`src/rtl/ppm_pkg.sv`:
```
// Constants, pin maps and carrier types of the peripheral pin multiplexer.
package ppm_pkg;

    localparam int PIN_COUNT = 21;
    localparam int PERIPH_COUNT = 6;
    localparam int SLOT_COUNT = 4;
    localparam int P0_WIDTH = 8;

    // Peripheral indices into the drive and input arrays.
    localparam logic [2:0] PER_U0 = 3'h0;
    localparam logic [2:0] PER_U1 = 3'h1;
    localparam logic [2:0] PER_T1 = 3'h2;
    localparam logic [2:0] PER_T3 = 3'h3;
    localparam logic [2:0] PER_T4 = 3'h4;
    localparam logic [2:0] PER_I2S = 3'h5;

    // Global pin index: P0_n is n, P1_n is 8+n, P2_n is 16+n.
    localparam logic [4:0] PIN_DBG_DATA = 5'h11;
    localparam logic [4:0] PIN_DBG_CLK = 5'h12;
    localparam logic [4:0] PIN_XOSC_ONE = 5'h13;
    localparam logic [4:0] PIN_XOSC_TWO = 5'h14;

    // Serial slots: 0 SCK/RTS, 1 SSN/CTS, 2 MOSI/TX, 3 MISO/RX.
    // Timer slots: compare channel number. I2S slots: 0 CK, 1 WS, 2 RX, 3 TX.
    // Each entry packs slot 3 down to slot 0, index 0 is alternative 1.
    localparam logic [19:0] PIN_MAP [PERIPH_COUNT][2] = '{
        '{{5'h02, 5'h03, 5'h04, 5'h05}, {5'h0c, 5'h0d, 5'h0a, 5'h0b}},
        '{{5'h05, 5'h04, 5'h02, 5'h03}, {5'h0f, 5'h0e, 5'h0c, 5'h0d}},
        '{{5'h00, 5'h04, 5'h03, 5'h02}, {5'h00, 5'h08, 5'h09, 5'h0a}},
        '{{5'h00, 5'h00, 5'h0c, 5'h0b}, {5'h00, 5'h00, 5'h0f, 5'h0e}},
        '{{5'h00, 5'h00, 5'h09, 5'h08}, {5'h00, 5'h00, 5'h13, 5'h10}},
        '{{5'h0e, 5'h0f, 5'h00, 5'h01}, {5'h10, 5'h11, 5'h12, 5'h13}}
    };
    localparam logic [3:0] SLOT_USED [PERIPH_COUNT] = '{4'hf, 4'hf, 4'h7, 4'h3, 4'h3, 4'hf};
    // RTS and CTS slots, given up in UART mode without flow control.
    localparam logic [3:0] FLOW_SLOTS = 4'h3;
    // Level a peripheral sees on an input it does not own: SSN/CTS and MISO/RX idle high.
    localparam logic [3:0] IN_IDLE [PERIPH_COUNT] = '{4'ha, 4'ha, 4'h0, 4'h0, 4'h0, 4'h0};

    typedef struct packed {
        logic [20:0] port_function_select;
        logic serial_zero_location_bit;
        logic serial_one_location_bit;
        logic timer_one_location_bit;
        logic timer_three_location_bit;
        logic timer_four_location_bit;
        logic i2s_location_bit;
        logic [1:0] port0_priority_field;
        logic port1_priority_bit3;
        logic port1_priority_bit2;
        logic port1_priority_bit1;
        logic port1_priority_bit0;
        logic i2s_unit_enable;
        logic [7:0] adc_input_enable;
        logic debug_active;
        logic xosc_active;
        logic serial_zero_uart_mode;
        logic serial_zero_flow_enable;
        logic serial_one_uart_mode;
        logic serial_one_flow_enable;
    } ppm_cfg_t;

    localparam ppm_cfg_t CFG_RESET = '0;

    typedef struct packed {
        logic [3:0] out;
        logic [3:0] oe;
    } ppm_drive_t;

    typedef enum logic [10:0] {
        OWN_NONE = 11'h001,
        OWN_GPIO = 11'h002,
        OWN_U0 = 11'h004,
        OWN_U1 = 11'h008,
        OWN_T1 = 11'h010,
        OWN_T3 = 11'h020,
        OWN_T4 = 11'h040,
        OWN_I2S = 11'h080,
        OWN_DBG = 11'h100,
        OWN_XOSC = 11'h200,
        OWN_ADC = 11'h400
    } ppm_owner_t;

endpackage : ppm_pkg

```
`src/rtl/ppm_pin_mux.sv`:
```
// Peripheral pin multiplexer for ports 0, 1 and 2.
`timescale 1ns/1ps

// Functional notes
// - A peripheral other than I2S drives and samples a pin only when its select bit is 1.
// - Every multiplexed peripheral has two pin sets, chosen by one location bit.
// - Serial zero uses P0_5..P0_2 or P1_5..P1_2 in the mapped signal order.
// - Serial one uses P0_5..P0_2 or P1_7..P1_4 in the mapped signal order.
// - Timer one channels 2,1,0 on P0_4..P0_2, or 0,1,2 on P1_2..P1_0.
// - Timer three channels 1,0 on P1_4,P1_3 or P1_7,P1_6.
// - Timer four channels 1,0 on P1_1,P1_0 or P2_3,P2_0.
// - I2S clock, word select, receive, transmit on P0_1,P0_0,P1_7,P1_6 or P2_3..P2_0.
// - Fixed: analog inputs on port 0, crystal on P2_4/P2_3, debug on P2_2/P2_1.
// - Port 0 field 00 favours serial zero, 01 favours serial one.
// - Port 0 field 10 or 11: timer one beats both serial units; 10 favours serial one, 11 serial zero.
// - Serial zero UART without flow control frees P0_4 and P0_5.
// - Serial one UART without flow control frees P0_3 and P0_2.
// - Port 1 bits 3 and 0 both clear: serial zero wins its pins.
// - Freed serial zero pins still go to serial one and timer one.
// - Port 1 bit 3 set, bit 2 clear: serial one beats serial zero, timer three.
// - Port 1 bit 1 clear, bit 0 set: timer one beats timer four, serial zero.
// - Port 1 bit 2 set: timer three beats serial one.
// - Port 1 bit 1 set: timer four beats timer one.
// - Location bit 0 selects alternative 1, 1 selects alternative 2.
// - Select bit n of port 0 governs P0_n: 0 GPIO, 1 peripheral.
// - An enabled I2S unit takes its pins over all but debug and crystal, select ignored.
module ppm_pin_mux (
    // Clock and reset
    input wire logic clk_sys,
    input wire logic reset_n,
    // Settings
    input wire ppm_pkg::ppm_cfg_t cfg,
    // Pads
    input wire logic [ppm_pkg::PIN_COUNT-1:0] pad_in,
    output logic [ppm_pkg::PIN_COUNT-1:0] pad_out,
    output logic [ppm_pkg::PIN_COUNT-1:0] pad_oe,
    output logic [ppm_pkg::PIN_COUNT-1:0] pad_analog,
    // General purpose I/O logic
    input wire logic [ppm_pkg::PIN_COUNT-1:0] gpio_out,
    input wire logic [ppm_pkg::PIN_COUNT-1:0] gpio_oe,
    output logic [ppm_pkg::PIN_COUNT-1:0] gpio_in,
    // Peripheral drives and inputs, indexed by peripheral
    input wire ppm_pkg::ppm_drive_t [ppm_pkg::PERIPH_COUNT-1:0] periph_drive,
    output logic [ppm_pkg::PERIPH_COUNT-1:0][ppm_pkg::SLOT_COUNT-1:0] periph_in,
    // Debug interface
    input wire logic debug_data_out,
    input wire logic debug_data_oe,
    output logic debug_data_pin,
    output logic debug_clock_pin,
    // Status
    output ppm_pkg::ppm_owner_t [ppm_pkg::PIN_COUNT-1:0] pin_owner
);
    import ppm_pkg::*;

    ////////////////////////////////////////////////////////////////////////////
    // Helpers

    function automatic logic alt_sel(input ppm_cfg_t c, input int p);
        logic sel;
        sel = 1'b0;
        case (p)
            0: sel = c.serial_zero_location_bit;
            1: sel = c.serial_one_location_bit;
            2: sel = c.timer_one_location_bit;
            3: sel = c.timer_three_location_bit;
            4: sel = c.timer_four_location_bit;
            default: sel = c.i2s_location_bit;
        endcase
        return sel;
    endfunction : alt_sel

    // True when peripheral a wins against peripheral b on a shared pin.
    function automatic logic beats(input ppm_cfg_t c, input logic on_p0, input int a, input int b);
        logic u1_u0;
        logic t1_u0;
        logic t1_u1;
        logic t3_u0;
        logic t3_u1;
        logic t4_t1;
        logic res;
        if (on_p0) begin
            u1_u0 = (c.port0_priority_field == 2'h1) || (c.port0_priority_field == 2'h2);
            t1_u0 = c.port0_priority_field[1];
            t1_u1 = c.port0_priority_field[1];
            t3_u0 = 1'b0;
            t3_u1 = 1'b0;
            t4_t1 = 1'b0;
        end else begin
            u1_u0 = c.port1_priority_bit3;
            t1_u0 = c.port1_priority_bit0;
            t1_u1 = 1'b0;
            t3_u0 = c.port1_priority_bit3 & c.port1_priority_bit2;
            t3_u1 = c.port1_priority_bit2;
            t4_t1 = c.port1_priority_bit1;
        end
        res = 1'b0;
        case ({a[2:0], b[2:0]})
            {PER_U0, PER_U1}: res = !u1_u0;
            {PER_U1, PER_U0}: res = u1_u0;
            {PER_U0, PER_T1}: res = !t1_u0;
            {PER_T1, PER_U0}: res = t1_u0;
            {PER_U1, PER_T1}: res = !t1_u1;
            {PER_T1, PER_U1}: res = t1_u1;
            {PER_U0, PER_T3}: res = !t3_u0;
            {PER_T3, PER_U0}: res = t3_u0;
            {PER_U1, PER_T3}: res = !t3_u1;
            {PER_T3, PER_U1}: res = t3_u1;
            {PER_T1, PER_T4}: res = !t4_t1;
            {PER_T4, PER_T1}: res = t4_t1;
            default: res = 1'b0;
        endcase
        return res;
    endfunction : beats

    ////////////////////////////////////////////////////////////////////////////
    // Settings and pad sampling

    ppm_cfg_t cfg_r;
    logic [PIN_COUNT-1:0] pin_sync;

    // Settings are caught once per clock so that every decision in a cycle
    // sees one coherent set.
    always_ff @(posedge clk_sys or negedge reset_n) begin
        if (!reset_n) begin
            cfg_r <= CFG_RESET;
        end else begin
            cfg_r <= cfg;
        end
    end

    ppm_sync #(
        .WIDTH(PIN_COUNT)
    ) u_sync (
        .clk_sys(clk_sys),
        .reset_n(reset_n),
        .async_in(pad_in),
        .sync_out(pin_sync)
    );

    ////////////////////////////////////////////////////////////////////////////
    // Slot placement

    logic [4:0] slot_pin [PERIPH_COUNT][SLOT_COUNT];
    logic [3:0] slot_act [PERIPH_COUNT];

    always_comb begin
        for (int p = 0; p < PERIPH_COUNT; p++) begin
            for (int s = 0; s < SLOT_COUNT; s++) begin
                slot_pin[p][s] = PIN_MAP[p][alt_sel(cfg_r, p)][s*5 +: 5];
            end
            slot_act[p] = SLOT_USED[p];
        end
        if (cfg_r.serial_zero_uart_mode && !cfg_r.serial_zero_flow_enable) begin
            slot_act[PER_U0] = SLOT_USED[PER_U0] & ~FLOW_SLOTS;
        end
        if (cfg_r.serial_one_uart_mode && !cfg_r.serial_one_flow_enable) begin
            slot_act[PER_U1] = SLOT_USED[PER_U1] & ~FLOW_SLOTS;
        end
        if (!cfg_r.i2s_unit_enable) begin
            slot_act[PER_I2S] = 4'h0;
        end
    end

    ////////////////////////////////////////////////////////////////////////////
    // Claims and candidate drives per pin

    logic [PERIPH_COUNT-1:0] claim [PIN_COUNT];
    logic [PERIPH_COUNT-1:0] cand_out [PIN_COUNT];
    logic [PERIPH_COUNT-1:0] cand_oe [PIN_COUNT];

    always_comb begin
        for (int n = 0; n < PIN_COUNT; n++) begin
            claim[n] = '0;
            cand_out[n] = '0;
            cand_oe[n] = '0;
        end
        for (int p = 0; p < PERIPH_COUNT; p++) begin
            for (int s = 0; s < SLOT_COUNT; s++) begin
                if (slot_act[p][s]) begin
                    claim[slot_pin[p][s]][p] = 1'b1;
                    cand_out[slot_pin[p][s]][p] = periph_drive[p].out[s];
                    cand_oe[slot_pin[p][s]][p] = periph_drive[p].oe[s];
                end
            end
        end
    end

    ////////////////////////////////////////////////////////////////////////////
    // Ownership

    ppm_owner_t owner_nxt [PIN_COUNT];

    // Debug and crystal come first, then the I2S unit, then the analog inputs, then
    // the select bit, then the priority settings. A pin whose claimants beat one another in a
    // circle is left to nobody rather than to an arbitrary winner.
    always_comb begin
        logic found;
        logic beaten;
        logic on_p0;
        found = 1'b0;
        beaten = 1'b0;
        on_p0 = 1'b0;
        for (int n = 0; n < PIN_COUNT; n++) begin
            on_p0 = (n < P0_WIDTH);
            owner_nxt[n] = OWN_NONE;
            if (cfg_r.debug_active && (n == int'(PIN_DBG_DATA) || n == int'(PIN_DBG_CLK))) begin
                owner_nxt[n] = OWN_DBG;
            end else if (cfg_r.xosc_active && (n == int'(PIN_XOSC_ONE) || n == int'(PIN_XOSC_TWO))) begin
                owner_nxt[n] = OWN_XOSC;
            end else if (claim[n][PER_I2S]) begin
                owner_nxt[n] = OWN_I2S;
            end else if (on_p0 && cfg_r.adc_input_enable[n%P0_WIDTH]) begin
                owner_nxt[n] = OWN_ADC;
            end else if (!cfg_r.port_function_select[n]) begin
                owner_nxt[n] = OWN_GPIO;
            end else begin
                found = 1'b0;
                for (int a = 0; a < PERIPH_COUNT - 1; a++) begin
                    beaten = 1'b0;
                    for (int b = 0; b < PERIPH_COUNT - 1; b++) begin
                        if (b != a && claim[n][b] && beats(cfg_r, on_p0, b, a)) begin
                            beaten = 1'b1;
                        end
                    end
                    if (!found && claim[n][a] && !beaten) begin
                        found = 1'b1;
                        owner_nxt[n] = ppm_owner_t'(11'h004 << a);
                    end
                end
            end
        end
    end

    ////////////////////////////////////////////////////////////////////////////
    // Pad output stages

    for (genvar g = 0; g < PIN_COUNT; g++) begin : g_pin
        ppm_pin_slice u_slice (
            .clk_sys(clk_sys),
            .reset_n(reset_n),
            .owner(owner_nxt[g]),
            .gpio_out(gpio_out[g]),
            .gpio_oe(gpio_oe[g]),
            .per_out(cand_out[g]),
            .per_oe(cand_oe[g]),
            .dbg_out((g == int'(PIN_DBG_DATA)) ? debug_data_out : 1'b0),
            .dbg_oe((g == int'(PIN_DBG_DATA)) ? debug_data_oe : 1'b0),
            .pad_out(pad_out[g]),
            .pad_oe(pad_oe[g]),
            .pad_analog(pad_analog[g])
        );
    end

    ////////////////////////////////////////////////////////////////////////////
    // Input routing

    logic [SLOT_COUNT-1:0] per_in_nxt [PERIPH_COUNT];

    // A slot sees its pin only while its peripheral owns that pin; otherwise
    // it is held at its idle level so a losing receiver stays quiet.
    always_comb begin
        for (int p = 0; p < PERIPH_COUNT; p++) begin
            for (int s = 0; s < SLOT_COUNT; s++) begin
                per_in_nxt[p][s] = IN_IDLE[p][s];
                if (slot_act[p][s] && owner_nxt[slot_pin[p][s]] == ppm_owner_t'(11'h004 << p)) begin
                    per_in_nxt[p][s] = pin_sync[slot_pin[p][s]];
                end
            end
        end
    end

    always_ff @(posedge clk_sys or negedge reset_n) begin
        if (!reset_n) begin
            for (int p = 0; p < PERIPH_COUNT; p++) begin
                periph_in[p] <= IN_IDLE[p];
            end
        end else begin
            for (int p = 0; p < PERIPH_COUNT; p++) begin
                periph_in[p] <= per_in_nxt[p];
            end
        end
    end

    ////////////////////////////////////////////////////////////////////////////
    // General purpose inputs, debug inputs and status

    // Port reads return the pin level whatever the pin is assigned to.
    always_ff @(posedge clk_sys or negedge reset_n) begin
        if (!reset_n) begin
            gpio_in <= '0;
        end else begin
            gpio_in <= pin_sync;
        end
    end

    always_ff @(posedge clk_sys or negedge reset_n) begin
        if (!reset_n) begin
            debug_data_pin <= 1'b0;
            debug_clock_pin <= 1'b0;
        end else begin
            debug_data_pin <= cfg_r.debug_active & pin_sync[PIN_DBG_DATA];
            debug_clock_pin <= cfg_r.debug_active & pin_sync[PIN_DBG_CLK];
        end
    end

    always_ff @(posedge clk_sys or negedge reset_n) begin
        if (!reset_n) begin
            for (int n = 0; n < PIN_COUNT; n++) begin
                pin_owner[n] <= OWN_NONE;
            end
        end else begin
            for (int n = 0; n < PIN_COUNT; n++) begin
                pin_owner[n] <= owner_nxt[n];
            end
        end
    end

endmodule : ppm_pin_mux

```
`src/rtl/ppm_sync.sv`:
```
// Two-stage synchroniser for the pad inputs.
`timescale 1ns/1ps
module ppm_sync #(
    parameter int WIDTH = 21
) (
    // Clock and reset
    input wire logic clk_sys,
    input wire logic reset_n,
    // Data
    input wire logic [WIDTH-1:0] async_in,
    output logic [WIDTH-1:0] sync_out
);

    logic [WIDTH-1:0] meta_r;

    always_ff @(posedge clk_sys or negedge reset_n) begin
        if (!reset_n) begin
            meta_r <= '0;
            sync_out <= '0;
        end else begin
            meta_r <= async_in;
            sync_out <= meta_r;
        end
    end

endmodule : ppm_sync

```
`src/rtl/ppm_pin_slice.sv`:
```
// Output stage of one pad: picks the owner's drive and registers it.
`timescale 1ns/1ps
module ppm_pin_slice (
    // Clock and reset
    input wire logic clk_sys,
    input wire logic reset_n,
    // Selection
    input wire ppm_pkg::ppm_owner_t owner,
    // Candidate drives
    input wire logic gpio_out,
    input wire logic gpio_oe,
    input wire logic [5:0] per_out,
    input wire logic [5:0] per_oe,
    input wire logic dbg_out,
    input wire logic dbg_oe,
    // Pad
    output logic pad_out,
    output logic pad_oe,
    output logic pad_analog
);
    import ppm_pkg::*;

    logic out_nxt;
    logic oe_nxt;
    logic analog_nxt;

    always_comb begin
        out_nxt = 1'b0;
        oe_nxt = 1'b0;
        analog_nxt = 1'b0;
        unique case (owner)
            OWN_NONE: begin
            end
            OWN_GPIO: begin
                out_nxt = gpio_out;
                oe_nxt = gpio_oe;
            end
            OWN_U0, OWN_U1, OWN_T1, OWN_T3, OWN_T4, OWN_I2S: begin
                out_nxt = |(per_out & owner[7:2]);
                oe_nxt = |(per_oe & owner[7:2]);
            end
            OWN_DBG: begin
                out_nxt = dbg_out;
                oe_nxt = dbg_oe;
            end
            OWN_XOSC, OWN_ADC: begin
                analog_nxt = 1'b1;
            end
            default: begin
            end
        endcase
    end

    always_ff @(posedge clk_sys or negedge reset_n) begin
        if (!reset_n) begin
            pad_out <= 1'b0;
            pad_oe <= 1'b0;
            pad_analog <= 1'b0;
        end else begin
            pad_out <= out_nxt;
            pad_oe <= oe_nxt;
            pad_analog <= analog_nxt;
        end
    end

endmodule : ppm_pin_slice

```
`config.mk`:
```
export PLATFORM = sky130hd
export DESIGN_NAME = ppm_pin_mux
export DESIGN_NICKNAME = d
export VERILOG_FILES = /design/src/rtl/ppm_pkg.sv /design/src/rtl/ppm_pin_mux.sv /design/src/rtl/ppm_sync.sv /design/src/rtl/ppm_pin_slice.sv
export SDC_FILE = /design/constraint.sdc
export NUM_CORES = 1
export LEC_CHECK = 0
export BUFFER_PORTS_ARGS = -buffer_cell sky130_fd_sc_hd__buf_4
export CAP_MARGIN = 5
export CORE_MARGIN = 10
export CORE_UTILIZATION = 35
export CTS_CLUSTER_DIAMETER = 200
export CTS_CLUSTER_SIZE = 28
export DETAILED_ROUTE_END_ITERATION = 8
export PLACE_DENSITY = 0.57
export REMOVE_ABC_BUFFERS = 1
export SKIP_LAST_GASP = 1
export SLEW_MARGIN = 25
export SYNTH_ARGS = -nofsm -noshare
export SYNTH_HDL_FRONTEND = slang
export SYNTH_HIERARCHICAL = 1
export SYNTH_SLANG_ARGS = --single-unit
```
`constraint.sdc`:
```
create_clock -name clk_sys -period 6.1 [get_ports clk_sys]
set_clock_uncertainty 0.2 [all_clocks]
set_input_delay 0.915 -clock clk_sys [delete_from_list [all_inputs] [get_ports clk_sys]]
set_output_delay 0.915 -clock clk_sys [all_outputs]
set_load 0.03 [all_outputs]
```
# Yosys cells after proc, flatten, opt, wreduce, memory -nomap -nowiden
# Cells that the tools add are included.
# totals
ff_bits,426
out_inout_bits,341
inputBits,163
# classes
n_lt_le_gt_ge,63
bitwise_logic,90
n_reduce_logical,912
eq_ne,211
muxes,1961
# op_table
operator,n
$bwmux 126,36
$mux 126,36
$or 126x126->126,18
$mux 11,173
$mux 1,1557
$bmux 11 s5,19
$demux 6 s5,19
$logic_and 1x1->1,530
$reduce_or 6->1,63
$logic_not 1->1,293
$eq 11x3->1 const B,25
$eq 11x4->1 const B,25
$eq 11x8->1 const B,25
$eq 11x5->1 const B,24
$eq 11x6->1 const B,23
$eq 11x7->1 const B,23
$and 126x126->126,2
$and 6x6->6,42
$eq 11x10->1 const B,21
$eq 11x11->1 const B,21
$eq 11x2->1 const B,21
$mux 20,7
$ge 6x6->1 const B,19
$lt 5x6->1 const B,19
24 further kinds,196

# Logic depth before layout (Yosys ltp)
# logic_depth
ltp_word,89
depth_mapped,9
ltp_nobuf,8

# Modules after synthesis
# The synthesis kept the hierarchy.
# by_module_without_submodules
module,cells_per_inst,seq_area_each_um2,instances,area_each_um2
ppm_pin_mux,610,4435.5,1,7213.2
ppm_pin_slice,36,75.1,21,297.8
ppm_sync,42,1051.0,1,1051.0

# Worst setup path after synthesis
# No wires, ideal clock.
# synth_timing
path_type,reg2reg
from,register cfg_r[21] (netlist bit)
to,register g_pin[0].u_slice.pad_oe
path_slack_ns,3.448
stages_incl_launch_ff,9
arrival_ns,2.386
required_ns,5.834
period_less_slack_ns,2.652
path_cell_list,dfrtp_1 nor2b_1 clkbuf_1 clkbuf_1 nor3b_1 nor3_1 nand2_1 o41ai_2 a22o_1
# synth_lines
element,line_no,text
from (decl),ppm_pin_mux.sv:118,ppm_cfg_t cfg_r;
from (signal assigned),ppm_pin_mux.sv:127,cfg_r <= cfg;
to (signal assigned),ppm_pin_slice.sv:61,pad_oe <= oe_nxt;
to (decl),ppm_pin_slice.sv:18,"output logic pad_oe,"

==> run_results.csv <==
group,metric,value,unit
critical_path,timing.rr.end,"g_pin[12].u_slice/pad_out$_DFF_PN0_",
floorplanning,die_h,224,µm
floorplanning,rows,74,
grt,grt_pass1_vias,12800,
grt,grt_max_degree,113,
critical_path,crit_path_end_kind,"flop",
detailed_routing,wl,47000,µm
timing,hold_viol_final,0,
timing,setup_viol,0,
clock_network,post_cts.repair.setup_buffers,0,
timing,maxSlewHeadroom,35.1,%
clock_network,cts_tree,"yes",
critical_path,cp_num_buf_inv,2,
detailed_routing,viasPerCell,4.01,
timing,worst_pin_slew,0.968,ns
logic_synthesis,netlist_instances,1408,
clock_network,cts_htree_levels,1,
critical_path,worstPathMaxFanout,29,
critical_path,slowest_delay,0.42,ns
critical_path,critPathLaunch,"cfg_r[25]$_DFF_PN0_",
critical_path,crit_type,"reg -> reg",
job,maxCapViolations,0,
outcome,status,"finished, final reports clean",
min_path,min_to,"gpio_in[7]$_DFF_PN0_",
clock_network,cts.path.max_buffers,3,
detailed_routing,num_vias,12900,
critical_path,worst-r2r-cell-count,9,
logic_synthesis,yosys_warnings,6,
clock_network,cts.repair.resized,0,
clock_network,clock_latency,0.53,ns
detailed_routing,drt_iter0_markers,642,
clock_network,postCtsHoldBufs,0,
critical_path,arrival,3.28,ns
logic_synthesis,async_flop_share,100,%
grt,grt_overflow,0,
clock_network,cts_buffers,14,
pwr,vdd_drop_max,0.176,mV
grt,grt_usage,18.1,%
pwr,power_density,187,nW/µm²
placement,dp_hpwl,38200,µm
timing,slew_viol_final,0,
floorplanning,die_w,224,µm
floorplanning,start_util,35.5,%
timing,tns,0,ns
final_layout,area_growth_syn_to_layout,45.0,%
logic_synthesis,syn_area_per_cell,10.3,µm²
logic_synthesis,synthFlopType,"dfrtp_1",
logic_synthesis,synth_edf_count,0,
placement,gp_congestion,0.824,
final_layout,post-route-util,51.4,%
timing,setup_ws,3.08,ns
timing,fin_crit_sh,49.6,%
final_layout,nNetsFinal,2820,
final_layout,final_cell_area,21100,µm²
critical_path,worstPathCellList,"buf_4 > inv_1 > nor2_1 > o21ai_0 > and3_1 > nor3_1 > nand2_1 > o41ai_2 > a22o_1",
critical_path,r2r-start,"cfg_r[25]$_DFF_PN0_",
critical_path,crit_required,6.36,ns
timing,max_freq,0.331,GHz
timing,rsz0062_at_grt,"false",
detailed_routing,route.detailed.drc,0,
detailed_routing,drtAntennaViolNets,0,
timing,period_minus_slack,3.02,ns
floorplanning,die_area,50000,µm²
clock_network,cts_sinks,281,
final_layout,drive_gt1_share,16.0,%
grt,antenna_found_initial,7,
grt,grt_pass1_wl,72100,µm
critical_path,critPathSlowestCell,"nor2_1",
placement,dp_cells,3173,
logic_synthesis,ys_ff_latch,281,
detailed_routing,drt_first_pass_iters,5,
logic_synthesis,netlist_area,14500,µm²
logic_synthesis,ys_seq_area_share,48.7,%
placement,portBuffers,349,
floorplanning,fp.coreArea,40900,µm²
critical_path,reg2reg_slack,3.08,ns
min_path,min_from,"u_sync/sync_out[7]$_DFF_PN0_",
logic_synthesis,yosysUniqueCellTypes,54,
clock_network,cts_root_buf,"clkbuf_16",
final_layout,final_cells,3201,
placement,dp_slack,3.06,ns
placement,postPlaceCellArea,20600,µm²
final_layout,final_cell_mix,"conb_1, buf_4, dfrtp_1",
detailed_routing,wl_per_cell,14.7,µm
floorplanning,io_pins,504,
critical_path,cp_top_family,"simple AND/OR/NAND/NOR gates",
clock_network,clk_pin_slew,0.11,ns
critical_path,start_kind,"flop",
final_layout,layout_commonest_cell,"conb_1",
pwr,leakage,11.3,nW
min_path,hold_path.class,"reg -> reg",
min_path,whs_path_depth,0,
## worst max path at each step
stage,to,cells after the start
detailed placement,g_pin[13].u_slice/pad_out$_DFF_PN0_,7
floorplan,g_pin[14].u_slice/pad_oe$_DFF_PN0_,7
finish,g_pin[12].u_slice/pad_out$_DFF_PN0_,9
CTS,g_pin[13].u_slice/pad_out$_DFF_PN0_,7
global placement,g_pin[13].u_slice/pad_out$_DFF_PN0_,7
global route,g_pin[1].u_slice/pad_oe$_DFF_PN0_,7
## flip-flops by register name (all words and copies together) (netlist names)
signal                    flops
u_sync/meta_r                21
periph_in                    19
u_sync/sync_out              21
cfg_r                        48
g_pin.u_slice/pad_analog     21
debug_clock_pin               1
g_pin.u_slice/pad_oe         21
gpio_in                      21
debug_data_pin                1
pin_owner                    86
g_pin.u_slice/pad_out        21
## layer usage
metal  track usage [%]  part of all wire (%)  vias up
met5                 0                  0.11        -
met2              30.6                    48      347
met4              4.73                   2.4        8
met3              5.00                   7.2       44
li1                  -                     -     6534
met1              22.3                    42     5917
## metrics by stage
stage / hold WS (ns) / power [mW]
floorplan: 0.131 / 2.54
global route: 0.165 / 4.15
finish: 0.157 / 3.93
global placement: 0.133 / 2.83
CTS: 0.159 / 3.98
detailed placement: 0.135 / 2.84
## layout make-up
type / instances / area, µm²
fillers: 3934 / 19900
multi-input cells: 1982 / 10100
flip-flops and latches: 281 / 7060
repair buffers: 358 / 2700
well taps: 532 / 666
clock buffers: 23 / 405
inverters: 20 / 75.1
clock inverters: 1 / 30.0
diodes: 4 / 10.0
## synth_stat cells, types with 2 or more instances
cell type	count	area share, %
a2bb2oi_1	3	0.18
nor3_1	56	1.9
a211o_1	2	0.12
o21ai_0	28	0.97
nand2b_1	10	0.43
nand2_1	100	2.6
o41ai_2	21	2.4
buf_4	150	7.8
o2111ai_1	2	0.12
nand3_1	46	1.6
xor2_1	63	3.8
clkbuf_1	15	0.39
nor3b_1	6	0.31
a22o_1	47	2.8
inv_1	19	0.49
and3_1	54	2.3
nor4_1	23	0.99
and2_1	38	1.6
dfstp_2	25	4.5
dfrtp_1	256	44
nand3b_1	22	1.1
nor2_1	87	2.2
o22ai_1	22	0.95
a21oi_1	9	0.31
nand4_1	23	0.99
nor4b_1	44	2.7
buf_2	4	0.14
nor2b_1	33	1.4
a22oi_1	126	6.5
o2bb2ai_1	2	0.12
a211oi_1	29	1.5
and4_1	21	1.3
## power breakdown
group	switching [mW]	internal, mW	leakage (nW)	total, mW
logic	0.563	0.262	7.61	0.825
clock network	0.643	0.474	0.206	1.12
registers	0.0511	1.94	3.50	1.99
## worst reg2reg max path, cell delays in order, from the launching register on
cell,delay [ns]
dfrtp_1,0.34
buf_4,0.33
inv_1,0.30
nor2_1,0.42
o21ai_0,0.19
and3_1,0.29
nor3_1,0.30
nand2_1,0.11
o41ai_2,0.26
a22o_1,0.21
## cells by family after synthesis
kind of cell	after synthesis	synth area share, %
AND/OR/NAND/NOR	570	22.0
multiplexers	1	0.0690
AO/OA/AOI/OAI	301	16.6
buffers and inverters	190	8.83
other	1	0.0258
flip-flops	281	48.7
XOR/XNOR	64	3.91
No activity file was read; power rests on OpenSTA's default activity.
